==> config.mk <==
export PLATFORM = sky130hd
export DESIGN_NAME = ssd_command_decoder
export DESIGN_NICKNAME = d
export VERILOG_FILES = /design/src/core/ssd_pkg.sv /design/src/core/ssd_checksum.sv /design/src/core/ssd_command_decoder.sv
export SDC_FILE = /design/constraint.sdc
export NUM_CORES = 2
export LEC_CHECK = 0
export CORE_MARGIN = 2
export CORE_UTILIZATION = 65
export CTS_BUF_LIST = sky130_fd_sc_hd__clkbuf_4 sky130_fd_sc_hd__clkbuf_8 sky130_fd_sc_hd__clkbuf_16
export DETAILED_ROUTE_END_ITERATION = 7
export DONT_BUFFER_PORTS = 1
export HOLD_SLACK_MARGIN = 0.12
export PLACE_DENSITY = 0.85
export SETUP_SLACK_MARGIN = 0.1
export SLEW_MARGIN = 20
export SYNTH_ARGS = -nofsm -noshare
export SYNTH_HDL_FRONTEND = slang
export SYNTH_SLANG_ARGS = --single-unit
==> constraint.sdc <==
create_clock -name clk -period 14.51 [get_ports clk]
set_input_delay 0.7255 -clock clk [delete_from_list [all_inputs] [get_ports clk]]
set_output_delay 0.7255 -clock clk [all_outputs]
set_load 0.01 [all_outputs]
==> src/core/ssd_pkg.sv <==
// Purpose: shared constants and types for the servo serial command decoder
// Assumes: frames are already split into fields by an upstream framer
// Notes: all values ASCII or binary as noted

package ssd_pkg;

	// ------------------------------------------------------------
	// command codes
	// ------------------------------------------------------------
	localparam logic [7:0] CMD_CUR_ALARM = 8'h02;
	localparam logic [7:0] CMD_IO_READ = 8'h12;
	localparam logic [7:0] CMD_GROUP = 8'h1F;
	localparam logic [7:0] CMD_HIST = 8'h33;
	localparam logic [7:0] CMD_SNAP = 8'h35;
	localparam logic [7:0] CMD_LATCH = 8'h6C;
	localparam logic [7:0] CMD_GEN_R = 8'h6D;
	localparam logic [7:0] CMD_GEN_D = 8'h6E;
	localparam logic [7:0] CMD_SNAP_CLR = 8'h81;
	localparam logic [7:0] CMD_ALARM_CLR = 8'h82;
	localparam logic [7:0] CMD_PARAM_WR = 8'h84;
	localparam logic [7:0] CMD_COMM_IN = 8'h92;

	// ------------------------------------------------------------
	// data numbers
	// ------------------------------------------------------------
	localparam logic [7:0] DN_ZERO = 8'h00;
	localparam logic [7:0] DN_LATCH = 8'h01;
	localparam logic [7:0] DN_HIST_NUM = 8'h10;
	localparam logic [7:0] DN_HIST_TIME = 8'h20;
	localparam logic [7:0] DN_IN_PIN = 8'h40;
	localparam logic [7:0] DN_COMM_IN = 8'h60;
	localparam logic [7:0] DN_VERSION = 8'h70;
	localparam logic [7:0] DN_OUT_DEV = 8'h80;
	localparam logic [7:0] DN_OUT_PIN = 8'hC0;
	localparam logic [3:0] DN_SNAP_LO = 4'h8;
	localparam logic [3:0] DN_SNAP_HI = 4'h9;
	localparam logic [4:0] SNAP_HI_BASE = 5'h10;

	// ------------------------------------------------------------
	// sizes, key, lengths, positions, reset values
	// ------------------------------------------------------------
	localparam int HIST_DEPTH = 6;
	localparam int SNAP_DEPTH = 18;
	localparam int GEN_DEPTH = 4;
	localparam logic [15:0] CLEAR_KEY = 16'h1EA5;
	localparam logic [4:0] LEN_NONE = 5'h00;
	localparam logic [4:0] LEN_4 = 5'h04;
	localparam logic [4:0] LEN_8 = 5'h08;
	localparam logic [4:0] LEN_12 = 5'h0C;
	localparam logic [4:0] LEN_16 = 5'h10;
	localparam logic [4:0] POS_STATION = 5'h01;
	localparam logic [4:0] POS_ERR = 5'h02;
	localparam logic [4:0] POS_DATA = 5'h03;
	localparam logic [31:0] COMM_IN_RST = 32'h00000000;
	localparam logic [15:0] ALARM_NONE = 16'h0000;

	// ------------------------------------------------------------
	// characters and error letters (upper case)
	// ------------------------------------------------------------
	localparam logic [7:0] CH_STX = 8'h02;
	localparam logic [7:0] CH_ETX = 8'h03;
	localparam logic [7:0] ERR_OK = 8'h41;
	localparam logic [7:0] ERR_PARITY = 8'h42;
	localparam logic [7:0] ERR_SUM = 8'h43;
	localparam logic [7:0] ERR_CHAR = 8'h44;
	localparam logic [7:0] ERR_CMD = 8'h45;
	localparam logic [7:0] ERR_DN = 8'h46;
	localparam logic [7:0] CASE_BIT = 8'h20;

	// ------------------------------------------------------------
	// types
	// ------------------------------------------------------------
	typedef struct packed {
		logic valid;
		logic [7:0] cmd;
		logic [7:0] dataNo;
		logic [31:0] data;
		logic parityErr;
		logic sumErr;
		logic charErr;
	} ssd_req_s;

	typedef struct packed {
		logic [31:0] inDev;
		logic [31:0] inPin;
		logic [31:0] outDev;
		logic [31:0] outPin;
		logic [31:0] latchPos;
		logic [15:0] group;
	} ssd_io_s;

	typedef struct packed {
		logic evt;
		logic [15:0] code;
		logic [31:0] stamp;
	} ssd_alarm_s;

	typedef enum logic [1:0] {
		SSD_IDLE = 2'b01,
		SSD_SEND = 2'b10
	} ssd_state_e;

	function automatic logic [7:0] ssd_hex_ascii(input logic [3:0] n);
		return (n < 4'hA) ? (8'h30 + {4'h0, n}) : (8'h37 + {4'h0, n});
	endfunction

endpackage

==> src/core/ssd_checksum.sv <==
// Purpose: running 8-bit sum of the transmitted frame characters
// Assumes: clear and add are never needed in the same cycle
// Notes: sum wraps, only the low byte is kept

`timescale 1ns/1ns

module ssd_checksum
	import ssd_pkg::*;
(
	// clock and reset
	input wire logic clk,
	input wire logic sys_rst,
	// control
	input wire logic clear,
	input wire logic add,
	input wire logic [7:0] chr,
	// result
	output logic [7:0] sum
);

	always_ff @(posedge clk) begin
		if (sys_rst || clear) begin
			sum <= 8'h00;
		end else if (add) begin
			sum <= sum + chr;
		end
	end

endmodule

==> src/core/ssd_command_decoder.sv <==
// Purpose: slave-side command decoder and response framer of the servo serial link
// Assumes: an upstream framer delivers command, data number, data and error flags
// Notes: response leaves one character per accepted txReady
//
// Operation
// - command 12 returns 8 chars: devices 00, pins 40, comm 60, outputs 80, C0.
// - command 33 data 10..15 returns 4-char alarm numbers, newest first.
// - command 33 data 20..25 returns 8-char alarm times, newest first.
// - command 02 data 00 returns current alarm number, 4 chars.
// - command 35 data 80..91 returns 12-char status captured at alarm.
// - command 6C data 01 returns latched position, 8 chars.
// - command 6D data 01..04 returns first-bank register, 8 chars.
// - command 6E data 01..04 returns second-bank register, 8 chars.
// - command 1F data 00 returns group setting, 4 chars.
// - command 02 data 70 returns software version, 16 chars.
// - command 81 data 00 with key 1EA5 clears status snapshot.
// - command 84 writes parameter numbered by the data number value.
// - command 92 data 60 sets communication-driven inputs.
// - command 82 data 20 with key 1EA5 erases alarm history.
// - command 82 data 00 with key 1EA5 resets active alarm.
// - response error letter A..F, lower case while an alarm is active.
// - checksum is low byte of char sum after STX through ETX.

`timescale 1ns/1ns

module ssd_command_decoder
	import ssd_pkg::*;
#(
	parameter logic [63:0] SW_VERSION = 64'h0123456789ABCDEF // arbitrary value
)
(
	// clock and reset
	input wire logic clk,
	input wire logic sys_rst,
	// request from framer
	input wire ssd_req_s req,
	output logic reqReady,
	// device state
	input wire ssd_io_s io,
	input wire logic [GEN_DEPTH-1:0][31:0] genR,
	input wire logic [GEN_DEPTH-1:0][31:0] genD,
	input wire ssd_alarm_s alarm,
	input wire logic snapWe,
	input wire logic [4:0] snapIdx,
	input wire logic [47:0] snapVal,
	// response stream
	input wire logic [3:0] stationNo,
	input wire logic txReady,
	output logic txValid,
	output logic [7:0] txChar,
	// write effects
	output logic [31:0] commInput,
	output logic paramWe,
	output logic [7:0] paramNum,
	output logic [31:0] paramVal,
	output logic alarmActive
);

	// ------------------------------------------------------------
	// storage
	// ------------------------------------------------------------
	ssd_state_e state;
	logic [4:0] pos;
	logic [7:0] respErr;
	logic [4:0] respLen;
	logic [63:0] respVal;
	logic [15:0] curAlarm;
	logic [15:0] histNum [HIST_DEPTH];
	logic [31:0] histTime [HIST_DEPTH];
	logic [47:0] snap [SNAP_DEPTH];
	logic [7:0] chkSum;

	logic accept;
	logic frameOk;
	logic keyOk;
	logic dnBad;
	logic doSnapClr, doHistClr, doAlarmRst, doParam, doComm;
	logic snapClrGo, histClrGo, alarmRstGo, paramGo, commGo;
	logic [7:0] next_err;
	logic [4:0] next_len;
	logic [63:0] next_val;
	logic [4:0] snapSel;
	logic [4:0] etxPos;
	logic [4:0] lastPos;
	logic [4:0] next_pos;
	logic [4:0] nibShift;
	logic [63:0] shifted;
	logic [7:0] sumWithEtx;
	logic [7:0] next_char;
	logic chkAdd;

	function automatic logic genOk(input logic [7:0] dn);
		return (dn >= 8'h01) && (dn <= 8'h04);
	endfunction

	function automatic logic [1:0] genIdx(input logic [7:0] dn);
		return 2'(dn[1:0] - 2'h1);
	endfunction

	assign accept = req.valid && (state == SSD_IDLE);
	assign frameOk = !req.parityErr && !req.sumErr && !req.charErr;
	assign keyOk = (req.data[15:0] == CLEAR_KEY);
	assign snapClrGo = accept && doSnapClr;
	assign histClrGo = accept && doHistClr;
	assign alarmRstGo = accept && doAlarmRst;
	assign paramGo = accept && doParam;
	assign commGo = accept && doComm;

	// ------------------------------------------------------------
	// command decode
	// ------------------------------------------------------------
	always_comb begin
		next_err = ERR_OK;
		next_len = LEN_NONE;
		next_val = 64'h0;
		dnBad = 1'b0;
		doSnapClr = 1'b0;
		doHistClr = 1'b0;
		doAlarmRst = 1'b0;
		doParam = 1'b0;
		doComm = 1'b0;
		snapSel = {1'b0, req.dataNo[3:0]};
		if (req.parityErr) begin
			next_err = ERR_PARITY;
		end else if (req.sumErr) begin
			next_err = ERR_SUM;
		end else if (req.charErr) begin
			next_err = ERR_CHAR;
		end else begin
			case (req.cmd)
				CMD_IO_READ: begin
					next_len = LEN_8;
					if (req.dataNo == DN_ZERO) next_val = {32'h0, io.inDev};
					else if (req.dataNo == DN_IN_PIN) next_val = {32'h0, io.inPin};
					else if (req.dataNo == DN_COMM_IN) next_val = {32'h0, commInput};
					else if (req.dataNo == DN_OUT_DEV) next_val = {32'h0, io.outDev};
					else if (req.dataNo == DN_OUT_PIN) next_val = {32'h0, io.outPin};
					else dnBad = 1'b1;
				end
				CMD_HIST: begin
					if (req.dataNo[7:4] == DN_HIST_NUM[7:4] && req.dataNo[3:0] < 4'h6) begin
						next_len = LEN_4;
						next_val = {48'h0, histNum[req.dataNo[2:0]]};
					end else if (req.dataNo[7:4] == DN_HIST_TIME[7:4] && req.dataNo[3:0] < 4'h6) begin
						next_len = LEN_8;
						next_val = {32'h0, histTime[req.dataNo[2:0]]};
					end else begin
						dnBad = 1'b1;
					end
				end
				CMD_CUR_ALARM: begin
					if (req.dataNo == DN_ZERO) begin
						next_len = LEN_4;
						next_val = {48'h0, curAlarm};
					end else if (req.dataNo == DN_VERSION) begin
						next_len = LEN_16;
						next_val = SW_VERSION;
					end else begin
						dnBad = 1'b1;
					end
				end
				CMD_SNAP: begin
					if (req.dataNo[7:4] == DN_SNAP_LO) begin
						snapSel = {1'b0, req.dataNo[3:0]};
					end else if (req.dataNo[7:4] == DN_SNAP_HI && req.dataNo[3:1] == 3'h0) begin
						snapSel = SNAP_HI_BASE | {4'h0, req.dataNo[0]};
					end else begin
						dnBad = 1'b1;
					end
					next_len = LEN_12;
					next_val = {16'h0, snap[snapSel]};
				end
				CMD_LATCH: begin
					next_len = LEN_8;
					next_val = {32'h0, io.latchPos};
					dnBad = (req.dataNo != DN_LATCH);
				end
				CMD_GEN_R: begin
					next_len = LEN_8;
					next_val = {32'h0, genR[genIdx(req.dataNo)]};
					dnBad = !genOk(req.dataNo);
				end
				CMD_GEN_D: begin
					next_len = LEN_8;
					next_val = {32'h0, genD[genIdx(req.dataNo)]};
					dnBad = !genOk(req.dataNo);
				end
				CMD_GROUP: begin
					next_len = LEN_4;
					next_val = {48'h0, io.group};
					dnBad = (req.dataNo != DN_ZERO);
				end
				CMD_SNAP_CLR: begin
					if (req.dataNo != DN_ZERO) dnBad = 1'b1;
					else if (keyOk) doSnapClr = 1'b1;
					else next_err = ERR_CHAR;
				end
				CMD_ALARM_CLR: begin
					if (req.dataNo != DN_ZERO && req.dataNo != DN_HIST_TIME) dnBad = 1'b1;
					else if (!keyOk) next_err = ERR_CHAR;
					else if (req.dataNo == DN_HIST_TIME) doHistClr = 1'b1;
					else doAlarmRst = 1'b1;
				end
				CMD_PARAM_WR: begin
					doParam = 1'b1;
				end
				CMD_COMM_IN: begin
					if (req.dataNo == DN_COMM_IN) doComm = 1'b1;
					else dnBad = 1'b1;
				end
				default: begin
					next_err = ERR_CMD;
				end
			endcase
			if (dnBad) begin
				next_err = ERR_DN;
				next_len = LEN_NONE;
				next_val = 64'h0;
			end
		end
	end

	// ------------------------------------------------------------
	// response character generation
	// ------------------------------------------------------------
	assign etxPos = POS_DATA + respLen;
	assign lastPos = etxPos + 5'h02;
	assign chkAdd = txValid && txReady && (pos >= POS_STATION) && (pos <= etxPos);

	always_comb begin
		next_pos = pos + 5'h01;
		nibShift = respLen - (next_pos - POS_DATA) - 5'h01;
		shifted = respVal >> {nibShift, 2'b00};
		sumWithEtx = chkSum + CH_ETX;
		if (next_pos == POS_STATION) begin
			next_char = ssd_hex_ascii(stationNo);
		end else if (next_pos == POS_ERR) begin
			next_char = respErr;
		end else if (next_pos < etxPos) begin
			next_char = ssd_hex_ascii(shifted[3:0]);
		end else if (next_pos == etxPos) begin
			next_char = CH_ETX;
		end else if (next_pos == etxPos + 5'h01) begin
			next_char = ssd_hex_ascii(sumWithEtx[7:4]);
		end else begin
			next_char = ssd_hex_ascii(chkSum[3:0]);
		end
	end

	ssd_checksum u_sum (
		.clk(clk),
		.sys_rst(sys_rst),
		.clear(accept),
		.add(chkAdd),
		.chr(txChar),
		.sum(chkSum)
	);

	// ------------------------------------------------------------
	// frame sequencer
	// ------------------------------------------------------------
	always_ff @(posedge clk) begin
		if (sys_rst) begin
			state <= SSD_IDLE;
			pos <= 5'h00;
			txValid <= 1'b0;
			txChar <= 8'h00;
			reqReady <= 1'b1;
			respErr <= ERR_OK;
			respLen <= LEN_NONE;
			respVal <= 64'h0;
		end else begin
			case (state)
				SSD_IDLE: begin
					if (req.valid) begin
						state <= SSD_SEND;
						pos <= 5'h00;
						txValid <= 1'b1;
						txChar <= CH_STX;
						reqReady <= 1'b0;
						respErr <= alarmActive ? (next_err | CASE_BIT) : next_err;
						respLen <= next_len;
						respVal <= next_val;
					end
				end
				SSD_SEND: begin
					if (txReady) begin
						if (pos == lastPos) begin
							state <= SSD_IDLE;
							txValid <= 1'b0;
							reqReady <= 1'b1;
						end else begin
							pos <= next_pos;
							txChar <= next_char;
						end
					end
				end
				default: begin
					state <= SSD_IDLE;
				end
			endcase
		end
	end

	// ------------------------------------------------------------
	// write effects
	// ------------------------------------------------------------
	always_ff @(posedge clk) begin
		if (sys_rst) begin
			commInput <= COMM_IN_RST;
			paramWe <= 1'b0;
			paramNum <= 8'h00;
			paramVal <= 32'h0;
		end else begin
			paramWe <= paramGo;
			if (paramGo) begin
				paramNum <= req.dataNo;
				paramVal <= req.data;
			end
			if (commGo) commInput <= req.data;
		end
	end

	// ------------------------------------------------------------
	// current alarm, new alarm wins over reset
	// ------------------------------------------------------------
	always_ff @(posedge clk) begin
		if (sys_rst) begin
			curAlarm <= ALARM_NONE;
			alarmActive <= 1'b0;
		end else if (alarm.evt) begin
			curAlarm <= alarm.code;
			alarmActive <= 1'b1;
		end else if (alarmRstGo) begin
			curAlarm <= ALARM_NONE;
			alarmActive <= 1'b0;
		end
	end

	// ------------------------------------------------------------
	// alarm history, newest at index 0
	// ------------------------------------------------------------
	always_ff @(posedge clk) begin
		if (sys_rst) begin
			for (int i = 0; i < HIST_DEPTH; i++) begin
				histNum[i] <= ALARM_NONE;
				histTime[i] <= 32'h0;
			end
		end else if (alarm.evt) begin
			histNum[0] <= alarm.code;
			histTime[0] <= alarm.stamp;
			for (int i = 1; i < HIST_DEPTH; i++) begin
				histNum[i] <= histClrGo ? ALARM_NONE : histNum[i-1];
				histTime[i] <= histClrGo ? 32'h0 : histTime[i-1];
			end
		end else if (histClrGo) begin
			for (int i = 0; i < HIST_DEPTH; i++) begin
				histNum[i] <= ALARM_NONE;
				histTime[i] <= 32'h0;
			end
		end
	end

	// ------------------------------------------------------------
	// status snapshot, a load beats a clear
	// ------------------------------------------------------------
	always_ff @(posedge clk) begin
		for (int i = 0; i < SNAP_DEPTH; i++) begin
			if (sys_rst) snap[i] <= 48'h0;
			else if (snapWe && snapIdx == 5'(i)) snap[i] <= snapVal;
			else if (snapClrGo) snap[i] <= 48'h0;
		end
	end
endmodule

Word-level counts from Yosys, hierarchy flattened:

Memories as Yosys holds them, arrays and structs flattened.
Index checks and enable logic that the tools add are counted.

* bits in registers: 192
* memory bits (writable): 1152
* input port bits: 594
* output and inout bits: 84
* word-level logic and storage cells: 518
* memories: 3

Memory list
* snap: depth 18, width 48, rd ports 1, clocked after memory_dff 0, wr ports 18, line ssd_command_decoder.sv:70 `logic [47:0] snap [SNAP_DEPTH];`
* histTime: depth 6, width 32, rd ports 6, clocked after memory_dff 0, wr ports 6, line ssd_command_decoder.sv:69 `logic [31:0] histTime [HIST_DEPTH];`
* histNum: depth 6, width 16, rd ports 6, clocked after memory_dff 0, wr ports 6, line ssd_command_decoder.sv:68 `logic [15:0] histNum [HIST_DEPTH];`

* add/subtract/negate cells: 18
* $lt $le $gt $ge: 11
* equality and inequality tests: 53
* shift operators: 1
* muxes and demuxes: 310
* bitwise operators: 60
* reduce and logical (&&, ||, !) cells: 47

Operator list (number)
* 48-bit 2-to-1 mux: 36
* 32-bit 2-to-1 mux: 26
* 57-bit case mux with 8 select lines: 1
* 16-bit 2-to-1 mux: 19
* 64-bit 2-to-1 mux: 4
* 1-bit 2-to-1 mux: 172
* 32-bit binary-select mux with 2-bit select: 2
* 57-bit 2-to-1 mux: 2
* 5-bit 2-to-1 mux: 15
* 8-bit 2-to-1 mux: 9
* 64-bit by 7-bit >> shifter with 4-bit output: 1
* 1-bit bitwise OR: 60
* 6-bit by 4-bit adder with 7-bit output (first input constant): 8
* 7-bit 2-to-1 mux: 7
* 8-bit by 7-bit equality test with 1-bit output (second input constant): 6
* 8-bit equality test (second input constant): 6
* 5-bit by 4-bit equality test with 1-bit output (second input constant): 8
* 1-bit logical AND: 32
* 5-bit case mux with 5 select lines: 1
* 8-bit by 6-bit equality test with 1-bit output (second input constant): 3
* 5-bit by 3-bit equality test with 1-bit output (second input constant): 4
* 16-bit by 13-bit equality test with 1-bit output (second input constant): 1
* 8-bit by 5-bit equality test with 1-bit output (second input constant): 2
* 4-bit < comparator (second input constant): 4
* 52 further kinds: 71

Depth between registers and ports, before layout:

* depth in word-level cells: 15
* depth in mapped cells: 18
* depth with buffers taken out: 15

By module:

Synthesis repeated with hierarchy kept, for this count alone.

* cell total of the unflattened synthesis: 4866
* area total of the unflattened synthesis: 64013.9 um^2

Modules (own cells, without submodules)
* ssd_command_decoder: instances 1, cells an instance 4797, area an instance 63423.3 um^2, sequential area each 37836.3 um^2
* ssd_checksum: instances 1, cells an instance 69, area an instance 590.6 um^2, sequential area each 160.2 um^2

Worst setup path before layout:

No wires, ideal clock.

* kind: input to register
* start: input port req[35] (netlist name)
* end: memory histNum[0][0] (enable)
* setup time: 615 ps
* arrival time: 8355 ps
* required time: 13895 ps
* path slack: 5540 ps
* stages: 12
* buffers on the path: 6
* cell sequence: buf_2 -> buf_2 -> buf_2 -> clkbuf_1 -> buf_2 -> clkbuf_1 -> inv_1 -> ha_1 -> or4b_4 -> nor3_1 -> and4_1 -> or3_1

RTL lines
* start: declaration: line ssd_command_decoder.sv:36 `input wire ssd_req_s req,`
* end: declaration: line ssd_command_decoder.sv:68

==> impl_metrics.env <==
export IMPL_worst_slew_pin_slew_ns=2.394
export IMPL_grt_first_pass_wirelength_mm=323.3
export IMPL_drc=1
export IMPL_syn_nets=5560
export IMPL_first_global_vias=41850
export IMPL_fp_coreArea_mm2=0.09813
export IMPL_cpPeakStageDelay_ns=0.89
export IMPL_min_period_ns=5.339
export IMPL_crit_arrival_ns=5.70
export IMPL_track_usage_pct=45.86
export IMPL_reg2reg_from="state[1]"
export IMPL_hold_path_endpoint="paramVal[13]"
export IMPL_htree_num_levels=4
export IMPL_synth_flop_cell="edfxtp_1"
export IMPL_yosysTopAreaCellShare_pct=53.82
export IMPL_numCtsBuffers=138
export IMPL_drv_cap=0
export IMPL_drt_pass1_iter_count=8
export IMPL_synth_cell_types=79
export IMPL_hold_path_class="input pin to register"
export IMPL_cts_resized_gates=0
export IMPL_p_leak_nw=25.01
export IMPL_path_buf_inv=3
export IMPL_nets=5389
export IMPL_critical_path_class="register to register"
export IMPL_rsz0062_at_grt="no"
export IMPL_ys_ff_latch=1322
export IMPL_synth_area_top_cells="edfxtp_1 (54%), and2_1 (11%), mux4_2 (7.6%)"
export IMPL_die_area_mm2=0.1014
export IMPL_start_util_pct=65.50
export IMPL_drive_gt1_share_pct=13.92
export IMPL_ys_warn_count=0
export IMPL_viasPerCell=7.212
export IMPL_r2r_cells=8
export IMPL_routedWlPerCell_um=37.50
export IMPL_min_path_cells=2
export IMPL_finalClockSkew_ns=0.02259
export IMPL_powerDensity_mw_per_mm2=121.3
export IMPL_cp_data_required_time_ns=14.87
export IMPL_first_iter_violations=7825
export IMPL_async_flop_share_pct=0
export IMPL_crit_chain="nand3b_1, or4_1, nor3_1, and4_1, or3_4, buf_4, buf_12, buf_4"
export IMPL_crit_top_cell="buf_4"
export IMPL_yosys_top_cells_count="and2_1 (1160), edfxtp_1 (1152), clkbuf_1 (362)"
export IMPL_slew_headroom_pct=-59.62
export IMPL_drtAntennaViolNets=0
export IMPL_wl_mm=234.4
export IMPL_clock_latency_ns=0.77
export IMPL_crit_fanout=88
export IMPL_cp_slowest_cell="buf_4"
export IMPL_timing_hold_ws_ns=0.1530
export IMPL_fp_dieH_um=318.5
export IMPL_gp_congestion=1.294
export IMPL_setup_viol=0
export IMPL_timing_rr_end="histTime[4][6]"
export IMPL_r2r_setup_slack_ns=9.17
export IMPL_violations="design-rule violations, max-slew violations"
export IMPL_cts_root_buffer="clkbuf_16"
export IMPL_port_buffers=0
export IMPL_area_growth_pct=9.535
export IMPL_grt_overflow_total=0
export IMPL_synth_edff_count=1152
export IMPL_tns_ns=0
export IMPL_synth_most_common_cell="and2_1"
export IMPL_tritoncts="done"
export IMPL_synth_yosys_seq_area_share_pct=59.12
export IMPL_hold_viol_final=0
export IMPL_synth_area_leader_cell="edfxtp_1"
export IMPL_maxSlewViolCount=462
export IMPL_antenna_found_initial=111
export IMPL_setup_worst_path_start_class="register"
export IMPL_syn_cell_area_mm2=0.06427
export IMPL_ir_worst_vdd_mv=0.1219
export IMPL_syn_inst=4938
export IMPL_num_io_pins=678
export IMPL_placementRows=115
export IMPL_fmax_mhz=187.3
export IMPL_finalCritPeriodShare_pct=36.79
export IMPL_avgSynthCellArea_um2=13.02
export IMPL_clock_path_buffers=3
export IMPL_cp_top_family="simple AND/OR/NAND/NOR gates"
export IMPL_worstSetupPathDepth=8
export IMPL_dr_total_vias=45070
export IMPL_clock_sinks=1322
export IMPL_clk_pin_slew_worst_paths_ns=0.06
export IMPL_min_from="req[16]"
export IMPL_dp_hpwl_mm=157.9
export IMPL_status="finished with violations"
export IMPL_die_x_um=318.5
export IMPL_worst_setup_path_end_kind="register"
export IMPL_grt_max_degree=509
-- worst register-to-register path: stages (launching register included) --
cell and delay [ns]:
dfxtp_1 0.32, nand3b_1 0.46, or4_1 0.76, nor3_1 0.27
and4_1 0.32, or3_4 0.79, buf_4 0.71, buf_12 0.32
buf_4 0.91
-- metrics by stage --
stage          power [mW]  worst slack, ns  util [%]  cell area [um2]  cells
2_1_floorplan       4.880            5.540         -            64270   4938
3_3_place_gp        4.956            8.687     66.45            65210   5872
3_5_place_dp        4.984            8.667     66.45            65210   5872
4_1_cts             8.500            9.216     71.50            70160   6162
5_1_grt             8.696            8.987     71.60            70260   6194
6_report            8.537            9.171     71.74            70400   6250
-- worst max path at each step --
stage,end,slack [ns],startpoint
floorplan,histNum[0][0],5.54,req[35]
global route,histTime[1][6],8.99,state[1]
detailed placement,histTime[3][9],8.67,req[6]
global placement,histTime[3][9],8.69,req[6]
finish,histTime[4][6],9.17,state[1]
CTS,histTime[1][6],9.22,state[1]
-- routing by layer --
| layer | share of wire (%) | track usage [%] | vias to the layer above |
|---|---|---|---|
| met1 | 35 | 58.25 | 22340 |
| met4 | 5.7 | 22.95 | 42 |
| met3 | 15 | 20.46 | 679 |
| met2 | 44 | 67.09 | 3855 |
| met5 | 0.18 | 0 | - |
| li1 | - | - | 18150 |
-- cell type report --
| class | count | area [um2] |
|---|---|---|
| clock inverters | 68 | 630.6 |
| clock buffers | 182 | 3925 |
| multi-input cells | 3164 | 24950 |
| fillers | 6180 | 27730 |
| well taps | 1287 | 1610 |
| flip-flops and latches | 1322 | 38000 |
| diodes | 86 | 215.2 |
| inverters | 24 | 90.09 |
| repair buffers | 117 | 985.9 |
-- registers in the layout, summed over array words and instances, names as in the netlist --
| name | flops |
|---|---|
| txChar | 7 |
| paramWe | 1 |
| u_sum.sum | 8 |
| reqReady | 1 |
| respLen | 3 |
| respVal | 49 |
| txValid | 1 |
| snap | 864 |
| alarmActive | 1 |
| histTime | 192 |
| histNum | 96 |
| paramVal | 32 |
| curAlarm | 16 |
| paramNum | 8 |
| respErr | 4 |
| state | 2 |
| commInput | 32 |
| pos | 5 |
-- where the power goes --
| part | switching [mW] | total [mW] | internal, mW |
|---|---|---|---|
| clock network | 1.49 | 3.58 | 2.09 |
| registers | 0.0827 | 4.41 | 4.33 |
| logic | 0.306 | 0.546 | 0.241 |
-- cells in the final DEF (no fill, tap or decap), types with 75 or more instances in the layout --
cell       netlist  layout
and2_1        1160    1159
edfxtp_1      1152    1152
mux2i_1        315     315
nand2_1        271     269
mux4_2         218     218
dfxtp_1        170     170
a21oi_1        146     145
clkbuf_16        0     145
a221oi_1       133     133
o21ai_0        134     118
nor2_1         124     103
diode_2          0      86
buf_4            1      75
-- repair_timing --
action,4_1_cts,5_1_grt
hold buffers,40,0
setup buffers,0,0
setup endpoints to repair,0,0
endpoints found under the hold margin,44,0
-- cell families (layout without fill, tap and decap cells) --
| family | Yosys count | in the layout | share of synthesized area, % |
|---|---|---|---|
| muxes | 581 | 581 | 13.39 |
| buffers and inverters | 452 | 391 | 2.723 |
| DFF | 1322 | 1322 | 59.12 |
| adders and majority gates | 28 | 28 | 0.5568 |
| xor gates and xnor gates | 20 | 20 | 0.2959 |
| and+or+nand+nor | 1771 | 1771 | 15.73 |
| other | 1 | 87 | 0.005834 |
| AOI/OAI and AO/OA | 763 | 763 | 8.186 |
(Power assumes the default switching activity.)
